`src/logic/stoc_pkg.sv`:
```
// Purpose: Shared constants for supply trigger, output and list control.
// Assumes: 200 MHz clock; register port with one-cycle read latency.
// Notes: Set-point values are 16-bit signed DAC codes.
package stoc_pkg;
	localparam int ADDR_W = 8;
	localparam int DATA_W = 32;
	localparam int VAL_W = 16;
	localparam int CNT_W = 8;
	localparam int IDX_W = 10;
	localparam int DWELL_W = 15;
	localparam int TICK_W = 17;
	localparam int LIST_MAX_ENTRIES = 1002;
	// Register offsets
	localparam logic [ADDR_W-1:0] A_CMD = 8'h00;
	localparam logic [ADDR_W-1:0] A_CAL = 8'h04;
	localparam logic [ADDR_W-1:0] A_PROT = 8'h08;
	localparam logic [ADDR_W-1:0] A_CONT = 8'h0C;
	localparam logic [ADDR_W-1:0] A_OUTPUT_ENABLE_STATE = 8'h10;
	localparam logic [ADDR_W-1:0] A_FUNC = 8'h14;
	localparam logic [ADDR_W-1:0] A_TMODE = 8'h18;
	localparam logic [ADDR_W-1:0] A_PMODE = 8'h1C;
	localparam logic [ADDR_W-1:0] A_VSET = 8'h20;
	localparam logic [ADDR_W-1:0] A_ISET = 8'h24;
	localparam logic [ADDR_W-1:0] A_VTRIG = 8'h28;
	localparam logic [ADDR_W-1:0] A_ITRIG = 8'h2C;
	localparam logic [ADDR_W-1:0] A_LCOUNT = 8'h30;
	localparam logic [ADDR_W-1:0] A_LSKIP = 8'h34;
	localparam logic [ADDR_W-1:0] A_LDIR = 8'h38;
	localparam logic [ADDR_W-1:0] A_LGEN = 8'h3C;
	localparam logic [ADDR_W-1:0] A_LPTS = 8'h40;
	localparam logic [ADDR_W-1:0] A_LDWELL = 8'h44;
	localparam logic [ADDR_W-1:0] A_MEASV = 8'h48;
	localparam logic [ADDR_W-1:0] A_MEASI = 8'h4C;
	localparam logic [ADDR_W-1:0] A_STATUS = 8'h50;
	// Command register bits
	localparam int CB_CAL_ZERO = 0;
	localparam int CB_ARM = 1;
	localparam int CB_TRIG = 2;
	localparam int CB_LIST_CLR = 3;
	localparam int CB_STOP = 4;
	localparam int CB_RST = 5;
	localparam int CB_REMOTE = 6;
	localparam int CB_LOCAL = 7;
	// Field positions
	localparam int CAL_STAT_BIT = 0;
	localparam int CAL_SEL_LSB = 1;
	localparam int PM_V_LSB = 0;
	localparam int PM_I_LSB = 2;
	localparam int ST_ARMED = 0;
	localparam int ST_ERR = 1;
	localparam int ST_RUN = 2;
	localparam int ST_IDX_LSB = 8;
	localparam int MEAS_EXP_LSB = 16;
	// Encodings and reset values
	localparam logic [1:0] PM_PROGRAM_MODE_A = 2'h0;
	localparam logic [1:0] PM_TRANSIENT_PROGRAM_MODE = 2'h1;
	localparam logic [1:0] PM_LIST = 2'h2;
	localparam logic [1:0] SEL_NONE = 2'h0;
	localparam logic [1:0] SEL_POS = 2'h1;
	localparam logic [1:0] SEL_NEG = 2'h2;
	localparam logic MODE_VOLT = 1'b0;
	localparam logic DIR_UP = 1'b0;
	localparam logic GEN_DEFAULT_SEQUENCE = 1'b0;
	localparam logic [CNT_W-1:0] COUNT_RST = 8'h01;
	localparam logic [CNT_W-1:0] SKIP_RST = 8'h00;
	localparam logic [7:0] MEAS_EXP = 8'hFD;
	// Timing
	localparam int CLK_FREQ_MHZ = 200;
	localparam int DWELL_MIN_US = 500;
	localparam int DWELL_MAX_S = 10;
	localparam int TICK_CYC = CLK_FREQ_MHZ * DWELL_MIN_US;
	localparam int DWELL_MAX_TICKS = DWELL_MAX_S * 1000000 / DWELL_MIN_US;

	function automatic logic reg_hit(input logic en,
		input logic [ADDR_W-1:0] a, input logic [ADDR_W-1:0] b);
		return en && (a == b);
	endfunction

	function automatic logic [VAL_W-1:0] gate_val(input logic en,
		input logic [VAL_W-1:0] v);
		return en ? v : '0;
	endfunction
endpackage

```
`src/logic/stoc_list_if.sv`:
```
// Purpose: Control and status path between main block and list sequencer.
// Assumes: Single clock domain.
// Notes: ctrl drives settings and strobes, seq returns progress.
`timescale 1ns/10ps
interface stoc_list_if import stoc_pkg::*; ();
	logic start;
	logic stop;
	logic dir;
	logic tick;
	logic [CNT_W-1:0] count;
	logic [CNT_W-1:0] skip;
	logic [IDX_W-1:0] last;
	logic [DWELL_W-1:0] dwell;
	logic running;
	logic step;
	logic [IDX_W-1:0] index;
	modport ctrl(output start, stop, dir, tick, count, skip, last, dwell,
		input running, step, index);
	modport seq(input start, stop, dir, tick, count, skip, last, dwell,
		output running, step, index);
endinterface

```
`src/logic/stoc_list_seq.sv`:
```
// Purpose: Steps a list index through passes with dwell, repeat and skip.
// Assumes: tick is a one-cycle pulse every minimum dwell unit.
// Notes: Settings are sampled live; change them only while idle.
`timescale 1ns/10ps
module stoc_list_seq import stoc_pkg::*; (
	// Clock and reset
	input wire logic clk_i,
	input wire logic rst_n_i,
	// Control path
	stoc_list_if.seq lst
);
	typedef enum logic [1:0] {
		S_IDLE = 2'b01,
		S_RUN = 2'b10
	} stoc_seq_state_t;

	stoc_seq_state_t state_r, state_nxt;
	logic [IDX_W-1:0] idx_r, idx_nxt;
	logic [CNT_W-1:0] pass_r, pass_nxt;
	logic [DWELL_W-1:0] dw_r, dw_nxt;
	logic step_r, step_nxt;
	logic expire, wrap, done;
	logic [IDX_W-1:0] first_idx;

	assign expire = lst.tick && (DWELL_W'(dw_r + 1'b1) >= lst.dwell);
	assign wrap = (lst.dir == DIR_UP) ? (idx_r == lst.last) : (idx_r == '0);
	assign done = (lst.count != '0) && (CNT_W'(pass_r + 1'b1) == lst.count);
	// Skip larger than the list is ignored
	assign first_idx = (IDX_W'(lst.skip) > lst.last) ? '0 : IDX_W'(lst.skip);

	always_comb begin
		state_nxt = state_r;
		idx_nxt = idx_r;
		pass_nxt = pass_r;
		dw_nxt = dw_r;
		step_nxt = 1'b0;
		unique case (state_r)
			S_IDLE: begin
				if (lst.start) begin
					state_nxt = S_RUN;
					pass_nxt = '0;
					dw_nxt = '0;
					idx_nxt = (lst.dir == DIR_UP) ? '0 : lst.last;
				end
			end
			S_RUN: begin
				if (lst.stop) begin
					state_nxt = S_IDLE;
				end else if (expire) begin
					dw_nxt = '0;
					step_nxt = 1'b1;
					if (!wrap) begin
						idx_nxt = (lst.dir == DIR_UP) ? IDX_W'(idx_r + 1'b1)
							: IDX_W'(idx_r - 1'b1);
					end else if (done) begin
						state_nxt = S_IDLE;
					end else begin
						pass_nxt = CNT_W'(pass_r + 1'b1);
						idx_nxt = (lst.dir == DIR_UP) ? first_idx
							: lst.last;
					end
				end else if (lst.tick) begin
					dw_nxt = DWELL_W'(dw_r + 1'b1);
				end
			end
			default: state_nxt = S_IDLE;
		endcase
	end

	always_ff @(posedge clk_i or negedge rst_n_i) begin
		if (!rst_n_i) begin
			state_r <= S_IDLE;
			idx_r <= '0;
			pass_r <= '0;
			dw_r <= '0;
			step_r <= 1'b0;
		end else begin
			state_r <= state_nxt;
			idx_r <= idx_nxt;
			pass_r <= pass_nxt;
			dw_r <= dw_nxt;
			step_r <= step_nxt;
		end
	end

	assign lst.running = (state_r == S_RUN);
	assign lst.index = idx_r;
	assign lst.step = step_r;
endmodule

```
`src/logic/stoc_top.sv`:
```
// Purpose: Command control of supply trigger, output enable and list run.
// Assumes: Register port strobes are one cycle; inputs synchronous.
// Notes: Read data appear only in the cycle after the read strobe.
// Contract
// - Protect-limit select only in calibrate; max positive.
// - Calibration zero sets voltage and current zero.
// - Armed trigger loads stored trigger voltage, current.
// - Consumed trigger ignores more until re-armed.
// - Continuous arm keeps armed; single arm redundant.
// - Device reset command sets continuous arm on.
// - Continuous-arm query returns one or zero.
// - Measurement queries return measured value with exponent.
// - Power-up output on; entering remote turns off.
// - Disable saves values, programs zero, keeps readable.
// - Enable reloads saved voltage and current.
// - Output-state query returns zero off, one on.
// - Mode picks limit; crossing other limit flags error.
// - Mode writes force transient program modes program_mode_a.
// - Mode queries return zero voltage, one current.
// - Trigger switches to stored trigger operating mode.
// - List clear resets pointers, direction, sequence, count.
// - Count 0..255; zero repeats until program_mode_a/stop.
// - Direction picks first-to-last or last-to-first.
// - Later passes skip first n steps.
// - Skip only works in forward direction.
// - Clear zeroes skip; queries return stored values.
// - List holds at most 1002 entries.
// - Each step dwells 0.0005 to 10 seconds.
`timescale 1ns/10ps
module stoc_top import stoc_pkg::*; #(
	parameter int TICK_CYC_P = TICK_CYC
) (
	// Clock and reset
	input wire logic REF_CLK_I,
	input wire logic RST_N_I,
	// Register port
	input wire logic [ADDR_W-1:0] ADDR_I,
	input wire logic [DATA_W-1:0] WR_DATA_I,
	input wire logic WR_EN_I,
	input wire logic RD_EN_I,
	output logic [DATA_W-1:0] RD_DATA_O,
	// Trigger and analog status
	input wire logic TRIG_I,
	input wire logic V_LIMIT_I,
	input wire logic I_LIMIT_I,
	input wire logic [VAL_W-1:0] MEAS_V_I,
	input wire logic [VAL_W-1:0] MEAS_I_I,
	// Output programming
	output logic [VAL_W-1:0] V_PROG_O,
	output logic [VAL_W-1:0] I_PROG_O,
	output logic OUT_EN_O,
	output logic MODE_CURR_O,
	output logic [1:0] PROT_SEL_O,
	output logic LIMIT_ERR_O,
	output logic ARMED_O,
	// List progress
	output logic LIST_RUN_O,
	output logic LIST_STEP_O,
	output logic [IDX_W-1:0] LIST_INDEX_O
);
	stoc_list_if lst();

	logic cal_stat_r, cal_stat_nxt;
	logic [1:0] prot_sel_r, prot_sel_nxt;
	logic cont_r, cont_nxt;
	logic single_r, single_nxt;
	logic armed_r, armed_nxt;
	logic remote_r, remote_nxt;
	logic out_en_r, out_en_nxt;
	logic func_r, func_nxt;
	logic tmode_r, tmode_nxt;
	logic [1:0] vpm_r, vpm_nxt;
	logic [1:0] ipm_r, ipm_nxt;
	logic [VAL_W-1:0] set_v_r, set_v_nxt;
	logic [VAL_W-1:0] set_i_r, set_i_nxt;
	logic [VAL_W-1:0] vtrig_r, vtrig_nxt;
	logic [VAL_W-1:0] itrig_r, itrig_nxt;
	logic [VAL_W-1:0] v_prog_r, v_prog_nxt;
	logic [VAL_W-1:0] i_prog_r, i_prog_nxt;
	logic [CNT_W-1:0] count_r, count_nxt;
	logic [CNT_W-1:0] skip_r, skip_nxt;
	logic dir_r, dir_nxt;
	logic gen_r, gen_nxt;
	logic [IDX_W:0] pts_r, pts_nxt;
	logic [DWELL_W-1:0] dwell_r, dwell_nxt;
	logic err_r, err_nxt;
	logic start_r, start_nxt;
	logic stop_r, stop_nxt;
	logic [DATA_W-1:0] rd_r, rd_nxt;
	logic [TICK_W-1:0] tick_cnt_r, tick_cnt_nxt;
	logic tick_r, tick_nxt;

	logic wr_cmd;
	logic c_zero, c_arm, c_trig, c_clr, c_stop, c_rst, c_remote, c_local;
	logic fire, lim_ev, wr_mode;
	logic [1:0] wr_vpm;

	assign wr_cmd = reg_hit(WR_EN_I, ADDR_I, A_CMD);
	assign c_zero = wr_cmd && WR_DATA_I[CB_CAL_ZERO];
	assign c_arm = wr_cmd && WR_DATA_I[CB_ARM];
	assign c_trig = wr_cmd && WR_DATA_I[CB_TRIG];
	assign c_clr = wr_cmd && WR_DATA_I[CB_LIST_CLR];
	assign c_stop = wr_cmd && WR_DATA_I[CB_STOP];
	assign c_rst = wr_cmd && WR_DATA_I[CB_RST];
	assign c_remote = wr_cmd && WR_DATA_I[CB_REMOTE];
	assign c_local = wr_cmd && WR_DATA_I[CB_LOCAL];
	assign fire = (TRIG_I || c_trig) && (cont_r || single_r);
	assign lim_ev = (func_r == MODE_VOLT) ? I_LIMIT_I : V_LIMIT_I;
	assign wr_mode = reg_hit(WR_EN_I, ADDR_I, A_FUNC)
		|| reg_hit(WR_EN_I, ADDR_I, A_TMODE);
	assign wr_vpm = WR_DATA_I[PM_V_LSB +: 2];

	// Control and set-point state
	always_comb begin
		cal_stat_nxt = cal_stat_r;
		prot_sel_nxt = prot_sel_r;
		cont_nxt = cont_r;
		single_nxt = single_r;
		remote_nxt = remote_r;
		out_en_nxt = out_en_r;
		func_nxt = func_r;
		tmode_nxt = tmode_r;
		vpm_nxt = vpm_r;
		ipm_nxt = ipm_r;
		set_v_nxt = set_v_r;
		set_i_nxt = set_i_r;
		vtrig_nxt = vtrig_r;
		itrig_nxt = itrig_r;
		count_nxt = count_r;
		skip_nxt = skip_r;
		dir_nxt = dir_r;
		gen_nxt = gen_r;
		pts_nxt = pts_r;
		dwell_nxt = dwell_r;
		start_nxt = 1'b0;
		stop_nxt = c_stop;
		if (reg_hit(WR_EN_I, ADDR_I, A_CAL)) begin
			cal_stat_nxt = WR_DATA_I[CAL_STAT_BIT];
			if (!WR_DATA_I[CAL_STAT_BIT]) begin
				prot_sel_nxt = SEL_NONE;
			end
		end
		if (reg_hit(WR_EN_I, ADDR_I, A_PROT) && cal_stat_r) begin
			prot_sel_nxt = WR_DATA_I[0] ? SEL_POS : SEL_NEG;
		end
		if (reg_hit(WR_EN_I, ADDR_I, A_CONT)) begin
			cont_nxt = WR_DATA_I[0];
		end
		if (c_rst) begin
			cont_nxt = 1'b1;
			dir_nxt = DIR_UP;
		end
		if (fire) begin
			single_nxt = 1'b0;
		end
		if (c_arm && !cont_r) begin
			single_nxt = 1'b1;
		end
		if (c_remote) begin
			remote_nxt = 1'b1;
			out_en_nxt = 1'b0;
		end
		if (c_local) begin
			remote_nxt = 1'b0;
			out_en_nxt = 1'b1;
		end
		if (reg_hit(WR_EN_I, ADDR_I, A_OUTPUT_ENABLE_STATE) && remote_r) begin
			out_en_nxt = WR_DATA_I[0];
		end
		if (reg_hit(WR_EN_I, ADDR_I, A_FUNC)) begin
			func_nxt = WR_DATA_I[0];
		end
		if (reg_hit(WR_EN_I, ADDR_I, A_TMODE)) begin
			tmode_nxt = WR_DATA_I[0];
		end
		if (wr_mode) begin
			if (vpm_r == PM_TRANSIENT_PROGRAM_MODE) begin
				vpm_nxt = PM_PROGRAM_MODE_A;
			end
			if (ipm_r == PM_TRANSIENT_PROGRAM_MODE) begin
				ipm_nxt = PM_PROGRAM_MODE_A;
			end
		end
		if (reg_hit(WR_EN_I, ADDR_I, A_PMODE)) begin
			vpm_nxt = wr_vpm;
			ipm_nxt = WR_DATA_I[PM_I_LSB +: 2];
			if (lst.running && wr_vpm == PM_PROGRAM_MODE_A) begin
				stop_nxt = 1'b1;
			end
			if (!lst.running && pts_r != '0 && (wr_vpm == PM_LIST
				|| WR_DATA_I[PM_I_LSB +: 2] == PM_LIST)) begin
				start_nxt = 1'b1;
			end
		end
		if (reg_hit(WR_EN_I, ADDR_I, A_VSET)) begin
			set_v_nxt = WR_DATA_I[VAL_W-1:0];
		end
		if (reg_hit(WR_EN_I, ADDR_I, A_ISET)) begin
			set_i_nxt = WR_DATA_I[VAL_W-1:0];
		end
		if (reg_hit(WR_EN_I, ADDR_I, A_VTRIG)) begin
			vtrig_nxt = WR_DATA_I[VAL_W-1:0];
		end
		if (reg_hit(WR_EN_I, ADDR_I, A_ITRIG)) begin
			itrig_nxt = WR_DATA_I[VAL_W-1:0];
		end
		if (fire) begin
			set_v_nxt = vtrig_r;
			set_i_nxt = itrig_r;
			func_nxt = tmode_r;
		end
		if (c_zero && cal_stat_r) begin
			set_v_nxt = '0;
			set_i_nxt = '0;
		end
		if (reg_hit(WR_EN_I, ADDR_I, A_LCOUNT)) begin
			count_nxt = WR_DATA_I[CNT_W-1:0];
		end
		if (reg_hit(WR_EN_I, ADDR_I, A_LSKIP)) begin
			skip_nxt = WR_DATA_I[CNT_W-1:0];
		end
		if (reg_hit(WR_EN_I, ADDR_I, A_LDIR)) begin
			dir_nxt = WR_DATA_I[0];
		end
		if (reg_hit(WR_EN_I, ADDR_I, A_LGEN)) begin
			gen_nxt = WR_DATA_I[0];
		end
		if (reg_hit(WR_EN_I, ADDR_I, A_LPTS)) begin
			pts_nxt = (WR_DATA_I > DATA_W'(LIST_MAX_ENTRIES))
				? (IDX_W+1)'(LIST_MAX_ENTRIES)
				: WR_DATA_I[IDX_W:0];
		end
		if (reg_hit(WR_EN_I, ADDR_I, A_LDWELL)) begin
			if (WR_DATA_I == '0) begin
				dwell_nxt = DWELL_W'(1);
			end else if (WR_DATA_I > DATA_W'(DWELL_MAX_TICKS)) begin
				dwell_nxt = DWELL_W'(DWELL_MAX_TICKS);
			end else begin
				dwell_nxt = WR_DATA_I[DWELL_W-1:0];
			end
		end
		if (c_clr) begin
			pts_nxt = '0;
			dir_nxt = DIR_UP;
			gen_nxt = GEN_DEFAULT_SEQUENCE;
			count_nxt = COUNT_RST;
			skip_nxt = SKIP_RST;
		end
		armed_nxt = cont_nxt || single_nxt;
		v_prog_nxt = gate_val(out_en_nxt, set_v_nxt);
		i_prog_nxt = gate_val(out_en_nxt, set_i_nxt);
		// Set wins over clear
		err_nxt = err_r && !(reg_hit(WR_EN_I, ADDR_I, A_STATUS)
			&& WR_DATA_I[ST_ERR]);
		if (lim_ev) begin
			err_nxt = 1'b1;
		end
	end

	always_ff @(posedge REF_CLK_I or negedge RST_N_I) begin
		if (!RST_N_I) begin
			cal_stat_r <= 1'b0;
			prot_sel_r <= SEL_NONE;
			cont_r <= 1'b1;
			single_r <= 1'b0;
			armed_r <= 1'b1;
			remote_r <= 1'b0;
			out_en_r <= 1'b1;
			func_r <= MODE_VOLT;
			tmode_r <= MODE_VOLT;
			vpm_r <= PM_PROGRAM_MODE_A;
			ipm_r <= PM_PROGRAM_MODE_A;
			set_v_r <= '0;
			set_i_r <= '0;
			vtrig_r <= '0;
			itrig_r <= '0;
			v_prog_r <= '0;
			i_prog_r <= '0;
			count_r <= COUNT_RST;
			skip_r <= SKIP_RST;
			dir_r <= DIR_UP;
			gen_r <= GEN_DEFAULT_SEQUENCE;
			pts_r <= '0;
			dwell_r <= DWELL_W'(1);
			err_r <= 1'b0;
			start_r <= 1'b0;
			stop_r <= 1'b0;
		end else begin
			cal_stat_r <= cal_stat_nxt;
			prot_sel_r <= prot_sel_nxt;
			cont_r <= cont_nxt;
			single_r <= single_nxt;
			armed_r <= armed_nxt;
			remote_r <= remote_nxt;
			out_en_r <= out_en_nxt;
			func_r <= func_nxt;
			tmode_r <= tmode_nxt;
			vpm_r <= vpm_nxt;
			ipm_r <= ipm_nxt;
			set_v_r <= set_v_nxt;
			set_i_r <= set_i_nxt;
			vtrig_r <= vtrig_nxt;
			itrig_r <= itrig_nxt;
			v_prog_r <= v_prog_nxt;
			i_prog_r <= i_prog_nxt;
			count_r <= count_nxt;
			skip_r <= skip_nxt;
			dir_r <= dir_nxt;
			gen_r <= gen_nxt;
			pts_r <= pts_nxt;
			dwell_r <= dwell_nxt;
			err_r <= err_nxt;
			start_r <= start_nxt;
			stop_r <= stop_nxt;
		end
	end

	// Read port
	always_comb begin
		rd_nxt = '0;
		if (RD_EN_I) begin
			case (ADDR_I)
				A_CAL: rd_nxt = DATA_W'({prot_sel_r, cal_stat_r});
				A_PROT: rd_nxt = DATA_W'(prot_sel_r);
				A_CONT: rd_nxt = DATA_W'(cont_r);
				A_OUTPUT_ENABLE_STATE: rd_nxt = DATA_W'(out_en_r);
				A_FUNC: rd_nxt = DATA_W'(func_r);
				A_TMODE: rd_nxt = DATA_W'(tmode_r);
				A_PMODE: rd_nxt = DATA_W'({ipm_r, vpm_r});
				A_VSET: rd_nxt = DATA_W'(set_v_r);
				A_ISET: rd_nxt = DATA_W'(set_i_r);
				A_VTRIG: rd_nxt = DATA_W'(vtrig_r);
				A_ITRIG: rd_nxt = DATA_W'(itrig_r);
				A_LCOUNT: rd_nxt = DATA_W'(count_r);
				A_LSKIP: rd_nxt = DATA_W'(skip_r);
				A_LDIR: rd_nxt = DATA_W'(dir_r);
				A_LGEN: rd_nxt = DATA_W'(gen_r);
				A_LPTS: rd_nxt = DATA_W'(pts_r);
				A_LDWELL: rd_nxt = DATA_W'(dwell_r);
				A_MEASV: rd_nxt = DATA_W'({MEAS_EXP, MEAS_V_I});
				A_MEASI: rd_nxt = DATA_W'({MEAS_EXP, MEAS_I_I});
				A_STATUS: rd_nxt = DATA_W'({lst.index, 5'h00,
					lst.running, err_r, armed_r});
				default: rd_nxt = '0;
			endcase
		end
	end

	// Dwell unit divider
	always_comb begin
		tick_nxt = 1'b0;
		tick_cnt_nxt = TICK_W'(tick_cnt_r + 1'b1);
		if (tick_cnt_r == TICK_W'(TICK_CYC_P - 1)) begin
			tick_cnt_nxt = '0;
			tick_nxt = 1'b1;
		end
	end

	always_ff @(posedge REF_CLK_I or negedge RST_N_I) begin
		if (!RST_N_I) begin
			rd_r <= '0;
			tick_cnt_r <= '0;
			tick_r <= 1'b0;
		end else begin
			rd_r <= rd_nxt;
			tick_cnt_r <= tick_cnt_nxt;
			tick_r <= tick_nxt;
		end
	end

	assign lst.start = start_r;
	assign lst.stop = stop_r;
	assign lst.dir = dir_r;
	assign lst.tick = tick_r;
	assign lst.count = count_r;
	assign lst.skip = skip_r;
	assign lst.last = IDX_W'(pts_r - 1'b1);
	assign lst.dwell = dwell_r;

	stoc_list_seq u_seq (
		.clk_i(REF_CLK_I),
		.rst_n_i(RST_N_I),
		.lst(lst)
	);

	assign RD_DATA_O = rd_r;
	assign V_PROG_O = v_prog_r;
	assign I_PROG_O = i_prog_r;
	assign OUT_EN_O = out_en_r;
	assign MODE_CURR_O = func_r;
	assign PROT_SEL_O = prot_sel_r;
	assign LIMIT_ERR_O = err_r;
	assign ARMED_O = armed_r;
	assign LIST_RUN_O = lst.running;
	assign LIST_STEP_O = lst.step;
	assign LIST_INDEX_O = lst.index;
endmodule

```
`config.mk`:
```
export PLATFORM = sky130hd
export DESIGN_NAME = stoc_top
export DESIGN_NICKNAME = d
export VERILOG_FILES = /design/src/logic/stoc_pkg.sv /design/src/logic/stoc_list_if.sv /design/src/logic/stoc_list_seq.sv /design/src/logic/stoc_top.sv
export SDC_FILE = /design/constraint.sdc
export NUM_CORES = 1
export LEC_CHECK = 0
export BUFFER_PORTS_ARGS = -buffer_cell sky130_fd_sc_hd__clkbuf_2
export CAP_MARGIN = 20
export CORE_MARGIN = 2
export CORE_UTILIZATION = 55
export DETAILED_ROUTE_END_ITERATION = 8
export PLACE_DENSITY = 0.76
export SLEW_MARGIN = 10
export SYNTH_ARGS = -nofsm -noshare
export SYNTH_HDL_FRONTEND = slang
export SYNTH_SLANG_ARGS = --single-unit
```
`constraint.sdc`:
```
create_clock -name REF_CLK_I -period 8.5 [get_ports REF_CLK_I]
set_input_delay 1.7 -clock REF_CLK_I [delete_from_list [all_inputs] [get_ports REF_CLK_I]]
set_output_delay 1.7 -clock REF_CLK_I [all_outputs]
set_load 0.005 [all_outputs]
```
==> results.txt <==
Die H - 155.3 um
Worst Path Arrival - 4.83 ns
Largest net degree at the start of global routing - 102
Vias - 11540
Final setup viols - 0
Initial Util - 0.5581
Final HPWL DP - 27200 um
Setup Fix Bufs, Post-CTS - 0
Die Wd - 155.3 um
Final Net Count - 1601
Clk Latency, worst-skew pair - 0.54 ns
Max-cap violations - 0
Cell repeated most along the worst path - a21oi_1
Post-route setup TNS - 0 ns
Leading cell type by number of instances after synthesis - dfrtp_1
Max Root-Sink Buffers - 3
Relative slew slack - 0.2780
Cell taking the most area after synthesis - dfrtp_1
Register area share after synthesis - 0.4575
Worst setup SP type - input pin
Util after Layout - 0.6334
CP max-delay cell - or4_1
Flop-to-flop setup slack - 4.42 ns
ANT nets after route - 0
Routed wire length - 39410 um
TritonCTS clock tree - built
Final number of hold-violating endpoints - 0
Num rows - 55
Req. time, crit path - 8.87 ns
P per Cell Area - 204.0 nW/um2
Vias in the first global route - 11020
Max Clk Rate - 224.5 MHz
Max H-tree Level - 1
Run status - finished clean
Share of cells above drive strength 1 - 0.1786
Area grow syn2layout - 13.49%
Routability cong. - 0.9338
Post-Syn Area - 12600 um2
Crit. End Element - register
Post-CTS Hold Buffers - 0
Worst slew pin tran - 1.080 ns
Fin crit period - 4.455 ns
Clk_skew - 0.02072 ns
Initial antenna violation count - 0
GRT overflow - 0
Syn. warnings - 0
Final instance area - 14300 um2
Root Driver - clkbuf_16
Core ar. - 22570 um2
Ys async rst share - 1.000
Max FO, Critical Path - 66
Post-synthesis cell type count - 84
FILL cells - 1916
Boundary Pins - 161
CP cell instances - clkbuf_2 > or4_1 > nor3_1 > buf_4 > a21oi_1 > nor2_4 > buf_4 > a21oi_1 > a21oi_1 > nor3_1
Dpl cell area - 13470 um2
Top post-synthesis cells by area - dfrtp_1 (44%), nand2_1 (4.4%), a21oi_1 (4.4%)
Drt wl/cell - 22.00 um
Die area - 24130 um2
RSZ-0062 raised after global routing - false
Hold WC Path Type - register to register
Num Clock Sinks - 230
Post-Synthesis Mean Instance Area - 9.142 um2
Worst vdd ir - 0.1584 mV
Final Cycle Share - 0.5241
Resize count post-CTS - 0
CTS Buf Count - 25
Detailed router's first-iteration violation count - 1206
IO Port Bufs - 152
EDFF count, synth - 0
Primary FF master, synth - dfrtp_1
First-pass GRT wire length - 62070 um
Leakage - 6.719 nW
Top cells by count, synth - dfrtp_1 (224), nand2_1 (149), nor2_1 (141), a21oi_1 (111), nand3_1 (71)
Syn Inst Count - 1378
FF+latch count, synth - 230
# DRC - 0
TritonRoute pass-1 iters - 6
Top cell type's share of synthesized area - 0.4450
WS Path Type - input pin to register
Reg clk slew, reported paths - 0.06 ns
Slew Viols, Final - 0
Total global-route track usage - 0.3286
Vias per inst - 6.445
CP peak stage delay - 0.76 ns
Antenna cells - 0
critical path, delay by kind of cell:
family          cells  cell delay [ns]
simple gates        4             1.44
buf+inv             3             1.16
compound gates      3             0.47
area by class of cell:
cell class                 count  area [um2]  area share
tap                          285       356.6     0.02494
timing repair buffer         171       923.4     0.06459
clock buffer                  36       716.9     0.05015
clock inverter                10       81.33    0.005689
sequential                   230        5763      0.4031
multi-input combinational   1015        6290      0.4400
inverter                      44       165.2     0.01155
cell families after synthesis:
family | after synthesis | share of synthesized area
other cells | 1 | 0.0002977
simple gates | 511 | 0.1889
buf+inv | 140 | 0.04827
fa+ha+maj | 37 | 0.03695
mux | 51 | 0.04301
compound gates | 347 | 0.1816
xor+xnor | 61 | 0.04350
flops | 230 | 0.4575
placed cells by master (no fill, tap or decap), types with 5 or more instances in the layout:
cell	netlist	final
a211oi_1	8	8
a21o_1	5	5
a21oi_1	111	111
a221oi_1	18	18
a222oi_1	7	7
a22o_1	23	23
a22oi_1	30	30
a31oi_1	22	22
and2_1	5	5
and3_1	17	16
buf_4	13	17
clkbuf_1	69	6
clkbuf_16	0	25
clkbuf_2	0	151
clkbuf_8	0	5
clkinv_2	0	7
conb_1	1	8
dfrtp_1	224	224
dfstp_2	6	6
ha_1	34	34
inv_1	43	43
mux2_2	25	25
mux2i_1	26	26
nand2_1	149	149
nand2b_1	12	12
nand3_1	71	71
nand3b_1	6	6
nand4_1	8	8
nor2_1	141	139
nor2b_1	5	5
nor3_1	53	51
nor4_1	13	13
o21ai_0	59	59
o21ai_1	8	7
o31ai_1	10	9
o41ai_1	5	5
or2_2	5	5
or3_1	6	6
xnor2_1	35	35
xor2_1	25	25
path summary, 6_finish.rpt:
path                                                 from                             end  depth (start not counted)
worst max-delay path                            ADDR_I[2]          I_PROG_O[11]$_DFF_PN0_                         10
worst min-delay path              tick_cnt_r[4]$_DFF_PN0_         tick_cnt_r[4]$_DFF_PN0_                          1
worst max register to register  u_seq.dw_r[0]$_DFFE_PN0P_  u_seq.lst.index[9]$_DFFE_PN0P_                         14
worst min register to register    tick_cnt_r[4]$_DFF_PN0_         tick_cnt_r[4]$_DFF_PN0_                          1
max in group asynchronous                         RST_N_I         tick_cnt_r[7]$_DFF_PN0_                          2
min in group asynchronous                         RST_N_I           I_PROG_O[0]$_DFF_PN0_                          1
where the power goes:
| part | switching, mW | internal [mW] |
|---|---|---|
| clock | 0.451 | 0.616 |
| sequential | 0.126 | 1.16 |
| combinational | 0.320 | 0.248 |
| total | 0.897 | 2.02 |
metrics by stage:
stage                     std cells  power [mW]  hold WS [ns]  worst slack, ns
after floorplan                1385       1.649        0.4318            4.336
after global placement         1743       1.837        0.4597            3.761
after detailed placement       1743       1.856        0.4683            3.600
after CTS                      1789       2.917        0.4801            4.066
after global routing           1791       3.042        0.5060            3.853
final                          1791       2.917        0.4874            4.045
sequential cells by signal, summed over array words and instances (netlist names), 8 cells and up:
name             count
RD_DATA_O           19
tick_cnt_r          17
I_PROG_O            16
V_PROG_O            16
itrig_r             16
set_i_r             16
set_v_r             16
vtrig_r             16
dwell_r             15
u_seq.dw_r          15
pts_r               11
u_seq.lst.index     10
count_r              8
lst.skip             8
u_seq.pass_r         8
layer usage:
layer / vias up / track usage / share of wire
li1: 5151 / - / -
met1: 5607 / 0.4631 / 0.40
met2: 664 / 0.5019 / 0.45
met3: 121 / 0.05905 / 0.10
met4: 0 / 0.1424 / 0.048
met5: - / 0 / 0
No activity file was read; power rests on OpenSTA's default activity.
